## src/hdl/i2ct_defs.svh

```systemverilog
// register map, field positions, reset values and timing constants of the i2c trigger
`ifndef I2CT_DEFS_SVH
`define I2CT_DEFS_SVH
// ==========================================================
`define I2CT_NSLOT 16
`define I2CT_NREG 28
`define I2CT_CLK_NS 20
// word indices; byte offset is four times the index
`define I2CT_IX_CTRL 5'h00
`define I2CT_IX_PASS 5'h01
`define I2CT_IX_STAT 5'h02
`define I2CT_IX_TVEN 5'h03
`define I2CT_IX_THR0 5'h04
`define I2CT_IX_SLOT0 5'h0C
// control fields
`define I2CT_CT_ARM 4
`define I2CT_CT_PRST 5
`define I2CT_CT_ATD 6
// slot fields
`define I2CT_SL_CARE 15:8
`define I2CT_SL_EN 16
`define I2CT_SL_ADDR 17
`define I2CT_SL_DIR 19:18
`define I2CT_SL_INRW 20
`define I2CT_SL_ACKC 21
`define I2CT_SL_ACKV 22
`define I2CT_SL_OP 24:23
// writable bits
`define I2CT_WM_CTRL 32'h0000006F
`define I2CT_WM_PASS 32'h0000FFFF
`define I2CT_WM_TVEN 32'h000000FF
`define I2CT_WM_THR 32'h0003FFFF
`define I2CT_WM_SLOT 32'h01FFFFFF
// thresholds in ns, highest word first so that word 4 receives tsu_sta:
// thigh, tbuf, thd_dat, thd_sta, tlow, tsu_sto, tsu_dat, tsu_sta
`define I2CT_THR_RST {32'h0000003C, 32'h000001F4, 32'h00000005, 32'h000000A0, \
	32'h000000A0, 32'h000000A0, 32'h0000000A, 32'h000000A0}
`endif

```

## src/hdl/i2ct_pkg.sv

```systemverilog
// types of the i2c protocol trigger
package i2ct_pkg;
	typedef enum logic [3:0] {
		I2CT_M_START = 4'h0,
		I2CT_M_RSTART = 4'h1,
		I2CT_M_EITHER = 4'h2,
		I2CT_M_STOP = 4'h3,
		I2CT_M_NACK = 4'h4,
		I2CT_M_SEQ = 4'h5,
		I2CT_M_ALL = 4'h6,
		I2CT_M_ANY = 4'h7,
		I2CT_M_TIMING = 4'h8
	} i2ct_meth_e;
	typedef struct packed {
		logic [2:0] scl_sh;
		logic [2:0] sda_sh;
		logic [3:0] bitcnt;
		logic [7:0] shreg;
		logic busy, first, sda_mv, hd_pend, stop_seen;
		logic [13:0] t_sclr, t_sclf, t_sda, t_stop;
		logic armed, triggered, trig, trig_start;
		logic [3:0] lvl;
		logic [15:0] matched, passes;
		logic [27:0][31:0] regs;
		logic aw_full, w_full, awrdy, wrdy, arrdy, bvalid, rvalid;
		logic [7:0] wa;
		logic [31:0] wdata;
		logic [3:0] wstrb;
		logic [31:0] rdata;
		logic [1:0] bresp, rresp;
	} i2ct_st_s;
endpackage : i2ct_pkg

```

## src/hdl/i2ct_top.sv

```systemverilog
// i2c protocol trigger engine with axi4-lite register access
`timescale 1ns/100ps
`include "i2ct_defs.svh"
module i2ct_top #(
	parameter int ADDR_W = 8
) (
	input wire logic core_clk,
	input wire logic srst,
	input wire logic scl_pin,
	input wire logic sda_pin,
	output logic trig_out,
	output logic trig_at_start,
	input wire logic [ADDR_W-1:0] s_axi_awaddr,
	input wire logic s_axi_awvalid,
	output logic s_axi_awready,
	input wire logic [31:0] s_axi_wdata,
	input wire logic [3:0] s_axi_wstrb,
	input wire logic s_axi_wvalid,
	output logic s_axi_wready,
	output logic [1:0] s_axi_bresp,
	output logic s_axi_bvalid,
	input wire logic s_axi_bready,
	input wire logic [ADDR_W-1:0] s_axi_araddr,
	input wire logic s_axi_arvalid,
	output logic s_axi_arready,
	output logic [31:0] s_axi_rdata,
	output logic [1:0] s_axi_rresp,
	output logic s_axi_rvalid,
	input wire logic s_axi_rready
);
	import i2ct_pkg::*;

	if (ADDR_W != 8) begin : g_bad_aw
		$error("ADDR_W must be 8, the decoder reads exactly eight address bits");
	end

	// ==========================================================
	// helpers
	function automatic logic slot_hit(input logic [31:0] c, input logic [7:0] b,
		input logic ack, input logic first);
		logic [7:0] v;
		logic [7:0] m;
		logic [7:0] p;
		logic ok;
		logic res;
		m = c[`I2CT_SL_CARE];
		v = b;
		if (c[`I2CT_SL_ADDR] && !c[`I2CT_SL_INRW]) begin
			v = {1'b0, b[7:1]};
			m = {1'b0, m[6:0]};
		end
		v = v & m;
		p = c[7:0] & m;
		ok = c[`I2CT_SL_EN] && (c[`I2CT_SL_ADDR] == first);
		if (c[`I2CT_SL_ADDR] && c[`I2CT_SL_DIR] == 2'h1 && b[0]) begin
			ok = 1'b0;
		end
		if (c[`I2CT_SL_ADDR] && c[`I2CT_SL_DIR] == 2'h2 && !b[0]) begin
			ok = 1'b0;
		end
		if (c[`I2CT_SL_ACKC] && ack != c[`I2CT_SL_ACKV]) begin
			ok = 1'b0;
		end
		unique case (c[`I2CT_SL_OP])
			2'h0: res = (v == p);
			2'h1: res = (v != p);
			2'h2: res = (v < p);
			2'h3: res = (v > p);
		endcase
		return ok && res;
	endfunction : slot_hit

	function automatic logic [3:0] last_en(input logic [15:0] en);
		logic [3:0] r;
		r = 4'h0;
		for (int k = 0; k < `I2CT_NSLOT; k++) begin
			if (en[k]) begin
				r = 4'(k);
			end
		end
		return r;
	endfunction : last_en

	function automatic logic [13:0] sat_inc(input logic [13:0] t);
		return (&t) ? t : t + 14'h0001;
	endfunction : sat_inc

	function automatic logic [31:0] wmask(input logic [4:0] ix);
		if (ix == `I2CT_IX_CTRL) begin
			return `I2CT_WM_CTRL;
		end else if (ix == `I2CT_IX_PASS) begin
			return `I2CT_WM_PASS;
		end else if (ix == `I2CT_IX_TVEN) begin
			return `I2CT_WM_TVEN;
		end else if (ix >= `I2CT_IX_SLOT0) begin
			return `I2CT_WM_SLOT;
		end else if (ix >= `I2CT_IX_THR0) begin
			return `I2CT_WM_THR;
		end
		return 32'h00000000;
	endfunction : wmask

	// ==========================================================
	// bus observer
	i2ct_st_s s;
	i2ct_st_s n;
	logic scl, scl_p, sda, sda_p, scl_r, scl_f, sda_e;
	logic start_any, st_e, rs_e, stop_e, byte_e;
	logic [15:0] hit, en;
	logic [7:0] tv_evt, viol;
	logic [7:0][13:0] tv_meas;
	logic [3:0] last;
	logic seq_hit, atd_on, all_ok, cond, simple;
	i2ct_meth_e meth;

	assign scl = s.scl_sh[1];
	assign scl_p = s.scl_sh[2];
	assign sda = s.sda_sh[1];
	assign sda_p = s.sda_sh[2];
	assign scl_r = scl && !scl_p;
	assign scl_f = !scl && scl_p;
	assign sda_e = sda != sda_p;
	assign start_any = !sda && sda_p && scl && scl_p;
	assign stop_e = sda && !sda_p && scl && scl_p;
	assign st_e = start_any && !s.busy;
	assign rs_e = start_any && s.busy;
	assign byte_e = scl_r && s.busy && s.bitcnt == 4'h8;
	assign meth = i2ct_meth_e'(s.regs[`I2CT_IX_CTRL][3:0]);

	// ==========================================================
	// condition slots and timing checks
	for (genvar k = 0; k < `I2CT_NSLOT; k++) begin : g_slot
		assign en[k] = s.regs[`I2CT_IX_SLOT0 + k][`I2CT_SL_EN];
		assign hit[k] = byte_e && slot_hit(s.regs[`I2CT_IX_SLOT0 + k], s.shreg, sda, s.first);
	end

	// order: tsu_sta, tsu_dat, tsu_sto, tlow, thd_sta, thd_dat, tbuf, thigh
	assign tv_evt = {scl_f, st_e && s.stop_seen, sda_e && !scl && !scl_p,
		scl_f && s.hd_pend, scl_r, stop_e, scl_r && s.sda_mv, rs_e};
	assign tv_meas = {s.t_sclr, s.t_stop, s.t_sclf, s.t_sda, s.t_sclf, s.t_sclr,
		s.t_sda, s.t_sclr};
	for (genvar i = 0; i < 8; i++) begin : g_tv
		assign viol[i] = s.regs[`I2CT_IX_TVEN][i] && tv_evt[i] && (20'(tv_meas[i])
			* 20'(`I2CT_CLK_NS) < s.regs[`I2CT_IX_THR0 + i][19:0]);
	end

	assign last = last_en(en);
	assign seq_hit = byte_e && hit[s.lvl];
	assign atd_on = s.regs[`I2CT_IX_CTRL][`I2CT_CT_ATD] && meth == I2CT_M_SEQ
		&& s.regs[`I2CT_IX_SLOT0][`I2CT_SL_ADDR];
	assign all_ok = byte_e && (|(hit & en)) && (((s.matched | hit) & en) == en);
	assign simple = meth <= I2CT_M_NACK;

	always_comb begin
		unique case (meth)
			I2CT_M_START: cond = st_e;
			I2CT_M_RSTART: cond = rs_e;
			I2CT_M_EITHER: cond = start_any;
			I2CT_M_STOP: cond = stop_e;
			I2CT_M_NACK: cond = byte_e && sda;
			I2CT_M_SEQ: cond = seq_hit && s.lvl == last;
			I2CT_M_ALL: cond = all_ok;
			I2CT_M_ANY: cond = |(hit & en);
			I2CT_M_TIMING: cond = |viol;
			default: cond = 1'b0;
		endcase
		cond = cond && s.armed;
	end

	// ==========================================================
	// next state
	always_comb begin
		logic [4:0] wix;
		logic [4:0] rix;
		logic [31:0] bm;
		wix = s.wa[6:2];
		rix = s_axi_araddr[6:2];
		bm = {{8{s.wstrb[3]}}, {8{s.wstrb[2]}}, {8{s.wstrb[1]}}, {8{s.wstrb[0]}}};
		n = s;
		n.trig = 1'b0;
		n.scl_sh = {s.scl_sh[1:0], scl_pin};
		n.sda_sh = {s.sda_sh[1:0], sda_pin};
		n.t_sclr = scl_r ? 14'h0000 : sat_inc(s.t_sclr);
		n.t_sclf = scl_f ? 14'h0000 : sat_inc(s.t_sclf);
		n.t_sda = sda_e ? 14'h0000 : sat_inc(s.t_sda);
		n.t_stop = stop_e ? 14'h0000 : sat_inc(s.t_stop);
		if (scl_f) begin
			n.sda_mv = 1'b0;
			n.hd_pend = 1'b0;
		end
		// a data change in the same sample as the clock fall belongs to the new low phase
		if (sda_e && !scl) begin
			n.sda_mv = 1'b1;
		end
		if (scl_r && s.busy) begin
			n.shreg = {s.shreg[6:0], sda};
			n.bitcnt = s.bitcnt + 4'h1;
			if (byte_e) begin
				n.bitcnt = 4'h0;
				n.first = 1'b0;
			end
		end
		if (start_any) begin
			n.busy = 1'b1;
			n.first = 1'b1;
			n.bitcnt = 4'h0;
			n.hd_pend = 1'b1;
			n.stop_seen = 1'b0;
		end
		if (stop_e) begin
			n.busy = 1'b0;
			n.stop_seen = 1'b1;
		end
		// match progression
		if (s.armed && meth == I2CT_M_SEQ) begin
			if (seq_hit && s.lvl != last) begin
				n.lvl = s.lvl + 4'h1;
			end else if (atd_on && s.lvl != 4'h0 && (start_any || (byte_e && !hit[s.lvl]))) begin
				n.lvl = 4'h0;
			end
		end
		if (s.armed && meth == I2CT_M_ALL) begin
			n.matched = stop_e ? 16'h0000 : (s.matched | (hit & en));
		end
		if (cond) begin
			if (s.passes < s.regs[`I2CT_IX_PASS][15:0]) begin
				n.passes = s.passes + 16'h0001;
				if (s.regs[`I2CT_IX_CTRL][`I2CT_CT_PRST]) begin
					n.lvl = 4'h0;
					n.matched = 16'h0000;
				end
			end else begin
				n.trig = 1'b1;
				n.triggered = 1'b1;
				n.armed = 1'b0;
				n.trig_start = simple;
			end
		end
		// axi4-lite write
		if (s_axi_awvalid && s.awrdy) begin
			n.awrdy = 1'b0;
			n.aw_full = 1'b1;
			n.wa = s_axi_awaddr[7:0];
		end
		if (s_axi_wvalid && s.wrdy) begin
			n.wrdy = 1'b0;
			n.w_full = 1'b1;
			n.wdata = s_axi_wdata;
			n.wstrb = s_axi_wstrb;
		end
		if (s.aw_full && s.w_full && !s.bvalid) begin
			n.aw_full = 1'b0;
			n.w_full = 1'b0;
			n.bvalid = 1'b1;
			n.bresp = 2'h0;
			if (wix >= 5'(`I2CT_NREG) || s.wa[1:0] != 2'h0 || s.wa[7]) begin
				n.bresp = 2'h2;
			end else begin
				n.regs[wix] = (s.regs[wix] & ~(bm & wmask(wix))) | (s.wdata & bm & wmask(wix));
				if (wix == `I2CT_IX_CTRL && s.wstrb[0] && s.wdata[`I2CT_CT_ARM]) begin
					n.armed = 1'b1;
					n.triggered = 1'b0;
					n.trig_start = 1'b0;
					n.lvl = 4'h0;
					n.passes = 16'h0000;
					n.matched = 16'h0000;
				end
			end
		end
		if (s.bvalid && s_axi_bready) begin
			n.bvalid = 1'b0;
			n.awrdy = 1'b1;
			n.wrdy = 1'b1;
		end
		// axi4-lite read
		if (s_axi_arvalid && s.arrdy) begin
			n.arrdy = 1'b0;
			n.rvalid = 1'b1;
			n.rresp = 2'h0;
			n.rdata = 32'h00000000;
			if (rix >= 5'(`I2CT_NREG) || s_axi_araddr[1:0] != 2'h0 || s_axi_araddr[7]) begin
				n.rresp = 2'h2;
			end else if (rix == `I2CT_IX_STAT) begin
				n.rdata = {s.passes, 4'h0, s.lvl, 5'h00, s.trig_start, s.triggered, s.armed};
			end else begin
				n.rdata = s.regs[rix];
			end
		end
		if (s.rvalid && s_axi_rready) begin
			n.rvalid = 1'b0;
			n.arrdy = 1'b1;
		end
		if (srst) begin
			n = '0;
			n.scl_sh = 3'h7;
			n.sda_sh = 3'h7;
			// saturated timers keep the first interval after reset from flagging
			n.t_sclr = 14'h3FFF;
			n.t_sclf = 14'h3FFF;
			n.t_sda = 14'h3FFF;
			n.t_stop = 14'h3FFF;
			n.regs[11:4] = `I2CT_THR_RST;
			n.awrdy = 1'b1;
			n.wrdy = 1'b1;
			n.arrdy = 1'b1;
		end
	end

	always_ff @(posedge core_clk) begin
		s <= n;
	end

	assign trig_out = s.trig;
	assign trig_at_start = s.trig_start;
	assign s_axi_awready = s.awrdy;
	assign s_axi_wready = s.wrdy;
	assign s_axi_bvalid = s.bvalid;
	assign s_axi_bresp = s.bresp;
	assign s_axi_arready = s.arrdy;
	assign s_axi_rvalid = s.rvalid;
	assign s_axi_rdata = s.rdata;
	assign s_axi_rresp = s.rresp;
endmodule : i2ct_top

```

## config.mk

```make
export PLATFORM = sky130hd
export DESIGN_NAME = i2ct_top
export DESIGN_NICKNAME = d
export VERILOG_FILES = /design/src/hdl/i2ct_pkg.sv /design/src/hdl/i2ct_top.sv
export VERILOG_INCLUDE_DIRS = /design/src /design/src/hdl
export SDC_FILE = /design/constraint.sdc
export NUM_CORES = 2
export LEC_CHECK = 0
export ABC_CLOCK_PERIOD_IN_PS = 5100
export BUFFER_PORTS_ARGS = -buffer_cell sky130_fd_sc_hd__buf_2
export CORE_UTILIZATION = 40
export DETAILED_ROUTE_END_ITERATION = 16
export PLACE_DENSITY = 0.55
export SETUP_SLACK_MARGIN = 0.15
export SLEW_MARGIN = 30
export SYNTH_ARGS = -nofsm -noshare
export SYNTH_HDL_FRONTEND = slang
export SYNTH_SLANG_ARGS = --single-unit
```

## constraint.sdc

```tcl
create_clock -name core_clk -period 5.1 [get_ports core_clk]
set_clock_uncertainty 0.1 [all_clocks]
set_input_delay 0.51 -clock core_clk [delete_from_list [all_inputs] [get_ports core_clk]]
set_output_delay 0.51 -clock core_clk [all_outputs]
set_load 0.005 [all_outputs]
```

### Yosys cells after proc, flatten, opt, wreduce, memory -nomap -nowiden

Index checks and enable logic that the tools add are counted.

* output and inout bits: 43
* register bits after elaboration: 1102

* bitwise gates (word level): 44
* mux-type cells: 173
* order comparisons: 50
* $add $sub $neg: 7
* multiply operators: 4
* eq/ne operators: 164
* reductions and logical operators: 270

Operators with widths (number)
* 935-bit 2-to-1 mux: 1
* 933-bit 2-to-1 mux: 1
* 896-bit bitwise mux: 1
* 32-bit 2-to-1 mux: 13
* 32-bit binary-select mux with 5-bit select: 2
* 8-bit AND: 32
* 8-bit 2-to-1 mux: 32
* 1-bit logical AND: 201
* 32-bit demux with 5-bit select: 1
* 19-bit by 20-bit less-than comparator with 1-bit output: 8
* 32-bit AND: 4
* 8-bit == test: 16
* 8-bit greater-than comparator: 16
* 8-bit less-than comparator: 16
* 8-bit != test: 16
* 14-bit 2-to-1 mux: 8
* 2-bit == test (second input constant): 48
* 4-bit 2-to-1 mux: 19
* 14-bit by 3-bit multiplier with 17-bit output (second input constant): 4
* 2-bit by 1-bit == test with 1-bit output (second input constant): 32
* 1-bit 2-to-1 mux: 64
* 1-bit one-hot mux with 4 select lines: 16
* 14-bit by 1-bit adder with 14-bit output (second input constant): 4
* 14-bit AND reduction: 4
* other kinds (46): 153

### Depth between registers and ports, before layout

* word-level depth: 25
* gate-level depth with buffers: 28

### Worst setup path before layout

No wires, ideal clock.

* path type: register to register
* from: register s[1066] (netlist bit)
* to: register s[1018] (netlist bit)
* library setup time: 0.091 ns
* buffers on the path: 1
* data arrival time: 5.195 ns
* required time: 4.909 ns
* cell stages (with the launch flop): 28
* slack: -0.286 ns
* cells stage by stage: dfxtp_1 > ha_1 > ha_1 > inv_1 > fa_1 > nor2b_1 > o21ai_0 > a21boi_0 > o21ai_0 > a21boi_0 > o21ai_0 > nand2b_1 > a21o_1 > a21oi_1 > o21ai_0 > xor2_1 > ha_1 > nand4b_1 > or4_1 > a21oi_1 > o31ai_1 > nor4_1 > a2bb2oi_1 > o32a_1 > a21bo_2 > a31o_2 > buf_2 > a311oi_1

* cells in the longest elaborated chain, start to end: 10
* elaborated cells on any way between the ends: 14
* those cells by class: mul (1); order compare (3); mux (5); reduce/logical (5)

Ends and longest elaborated chain
* from (decl): RTL line i2ct_top.sv:105 `i2ct_st_s s;`
* from (signal assigned): RTL line i2ct_top.sv:310 `s <= n;`
* 14-bit by 3-bit multiplier with 17-bit output (*): RTL line i2ct_top.sv:143 `` assign viol[i] = s.regs[`I2CT_IX_TVEN][i] && tv_evt[i] && (20'(tv_meas[i]) ``
* 19-bit by 20-bit less-than comparator with 1-bit output: RTL line i2ct_top.sv:143
* 1-bit logical AND: RTL line i2ct_top.sv:143
* 8-bit OR reduction (*): RTL line i2ct_top.sv:164 `I2CT_M_TIMING: cond = |viol;`
* 1-bit one-hot mux with 9 select lines (*): RTL line i2ct_top.sv:155 `unique case (meth)`
* 1-bit logical AND (*): RTL line i2ct_top.sv:167 `cond = cond && s.armed;`
* 40-bit 2-to-1 mux (*): RTL line i2ct_top.sv:225 `if (cond) begin`
* 37-bit 2-to-1 mux: RTL line i2ct_top.sv:260 `` if (wix == `I2CT_IX_CTRL && s.wstrb[0] && s.wdata[`I2CT_CT_ARM]) begin ``
* 933-bit 2-to-1 mux: RTL line i2ct_top.sv:256 `` if (wix >= 5'(`I2CT_NREG) || s.wa[1:0] != 2'h0 || s.wa[7]) begin ``
* 935-bit 2-to-1 mux (*): RTL line i2ct_top.sv:251 `if (s.aw_full && s.w_full && !s.bvalid) begin`

Mark *: on every way between the ends. The rest lies on a longest branch, timed or not.
A chain may end at the register's enable or synchronous reset.

### Worst setup path after layout

* from: register s[1040] (netlist bit)
* to: register s[1017] (netlist bit)

Same word-level chain as after synthesis.

==> impl_metrics.tcl <==
set metrics [dict create \
    first_iter_violations 6161 \
    fmaxAchievable_ghz 0.175 \
    grt_max_degree 198 \
    firstDrtPassIters 8 \
    wl_per_cell_um 27.0 \
    fp.dieW_um 399 \
    crit_type "reg2reg" \
    worst_pin_slew_ns 1.11 \
    clkTransAtPathRegs_ns 0.06 \
    ys.flop_type "dfxtp_1" \
    synth_cells 6815 \
    endpoint_kind "flip-flop" \
    io_pins 104 \
    r2r-start "s[1040]" \
    worst_hold_path_type "in2reg" \
    synth_top_area_frac 0.348 \
    stdcell_count 9133 \
    yosysWarnings 0 \
    yosysUniqueCellTypes 86 \
    gp_congestion 0.991 \
    num_rows 145 \
    cts_buffers 133 \
    power_density_mw_per_mm2 430 \
    slew_headroom 0.260 \
    fin_crit_sh 1.12 \
    core_area_mm2 0.156 \
    clockBufferDepth 3 \
    setup_viol 40 \
    ys_seq_area_frac 0.348 \
    synth_compound_area_frac 0.162 \
    synth_most_common_cell "dfxtp_1" \
    io_buffers 94 \
    syn2layout_area_growth_pct 16.6 \
    critPathMaxStageDelay_ns 0.40 \
    crit_start "s[1040]" \
    r2r_slack_ns -0.62 \
    slew_violations 0 \
    cts.sinks 1093 \
    crit_path_start_kind "flip-flop" \
    grt_pass1_wl_um 356000 \
    synth_top_cell_by_area "dfxtp_1" \
    synth_common_cells "dfxtp_1 (1093), nand2_1 (844), nor2_1 (686)" \
    crit_fanout 5 \
    clk_latency_ns 0.82 \
    violations "setup timing" \
    post-place-cells 8807 \
    cp_slowest_cell "fa_2" \
    synthAdderAreaFrac 0.0781 \
    fin_ws_ns -0.619 \
    htreeDepth 4 \
    ys_seq_elements 1093 \
    ir_drop_mv 0.473 \
    critPathRequiredTime_ns 5.72 \
    synth.area.mux_share 0.170 \
    yosys.area_share.simple 0.178 \
    grt_usage 0.305 \
    grt_pass1_vias 50800 \
    rsz0062_at_grt "true" \
    antenna_left 0 \
    drt-total-wl_um 246000 \
    fin_nets 7422 \
    min_from "s_axi_awvalid" \
    synth_top_family_by_area "simple AND/OR/NAND/NOR gates" \
    async_reset_ff_frac 0 \
    syn_avg_cell_area_um2 9.23 \
    antenna_found_initial 10 \
    overflow 0 \
    cts-root-buf "clkbuf_16" \
    mappedNetlistArea_mm2 0.0629 \
    cts_tree "yes" \
    initial_core_util 0.403 \
    leakagePower_nw 25.8 \
    diodes 0 \
    die-area_mm2 0.159 \
    finalCriticalPeriod_ns 5.72 \
    synth-xor-area-share 0.0131 \
    drive_above_1_share 0.193 \
    remaining_drc_errors 0 \
    whs_ns 0.0534 \
    dr_total_vias 54700 \
    synth-edff-count 0 \
    drt-vias-per-instance 5.99 \
    maxCapViolCount 0 \
    outcome "complete, but fails checks" \
    final-hold-violation-count 0 \
    dpl.hpwl_um 183000 \
    ys_top_cells_by_area "dfxtp_1 (35%), mux4_2 (16%), ha_1 (7.7%)" \
    die_h_um 399 \
    cp_data_arrival_time_ns 6.34 \
]
## worst max-delay path: cells and delay by family (launching register included)
| kind | cells | cell delay [ns] |
|---|---|---|
| simple gates | 5 | 0.92 |
| xor+xnor | 1 | 0.12 |
| fa+ha+maj | 4 | 1.12 |
| flops | 1 | 0.32 |
| buf+inv | 3 | 0.40 |
| compound gates | 16 | 2.61 |
## final cells by class
| type | count | area [um^2] |
|---|---|---|
| clock buffers | 177 | 3690 |
| clock inverters | 62 | 876 |
| fillers | 14700 | 82900 |
| inverters | 272 | 1020 |
| multi-input cells | 4911 | 38700 |
| flip-flops and latches | 1093 | 21900 |
| well taps | 2058 | 2570 |
| repair buffers | 560 | 4600 |
## stage by stage
step | area (um^2) | TNS [ns] | util | worst slack [ns] | total power (W)
floorplan | 63000 | 0 | - | 0.151 | 0.0163
global placement | 67300 | -21.53 | 0.431 | -0.608 | 0.0205
detailed placement | 67400 | -21.96 | 0.431 | -0.643 | 0.0207
CTS | 72900 | -15.93 | 0.467 | -0.468 | 0.0311
global route | 73300 | -29.40 | 0.470 | -0.810 | 0.0335
finish | 73300 | -21.05 | 0.470 | -0.619 | 0.0315
## metal layers
| metal | GRT usage | vias to the layer above | wire length (um) |
|---|---|---|---|
| met5 | 0 | - | 55 |
| met4 | 0.143 | 8 | 13000 |
| met3 | 0.0738 | 481 | 23000 |
| met2 | 0.449 | 2490 | 105000 |
| met1 | 0.420 | 26800 | 105000 |
| li1 | - | 25000 | - |
## cell families (layout without fill, tap and decap cells)
logic type | after synthesis | count (layout)
buf+inv | 814 | 1071
mux | 523 | 523
flops | 1093 | 1093
other cells | 1 | 2
compound gates | 1504 | 1506
xor+xnor | 94 | 94
simple gates | 2396 | 2396
fa+ha+maj | 390 | 390
## report_power, final
group	total (W)	switching, W	internal, W
clock network	0.00985	0.00423	0.00562
registers	0.00893	0.000203	0.00873
logic	0.0127	0.00655	0.00618
total	0.0315	0.0110	0.0205
## layout by cell type, fill, tap and decap left out, types with 266 or more instances in the layout
master	instances
nor2b_1	376
buf_4	376
dfxtp_1	1079
nor2_1	662
mux4_2	434
inv_1	266
ha_1	374
nand2_1	844
a21oi_1	335
a211oi_1	453
## final timing paths
check / endpoint / cells after the start
max: s[1017] / 29
min: s[78] / 3
max reg2reg: s[1017] / 29
min reg2reg: s[1097] / 1
## repair_timing
| item | in CTS | in global routing |
|---|---|---|
| gates cloned | 3 | 0 |
| endpoints found under the setup margin | 40 | 40 |
| gates resized for setup | 54 | 76 |
| pin swaps | 48 | 56 |
| endpoints found under the hold margin | 64 | 0 |
| hold buffers | 53 | 0 |
| buffers inserted | 22 | 9 |
(Power assumes the default switching activity.)
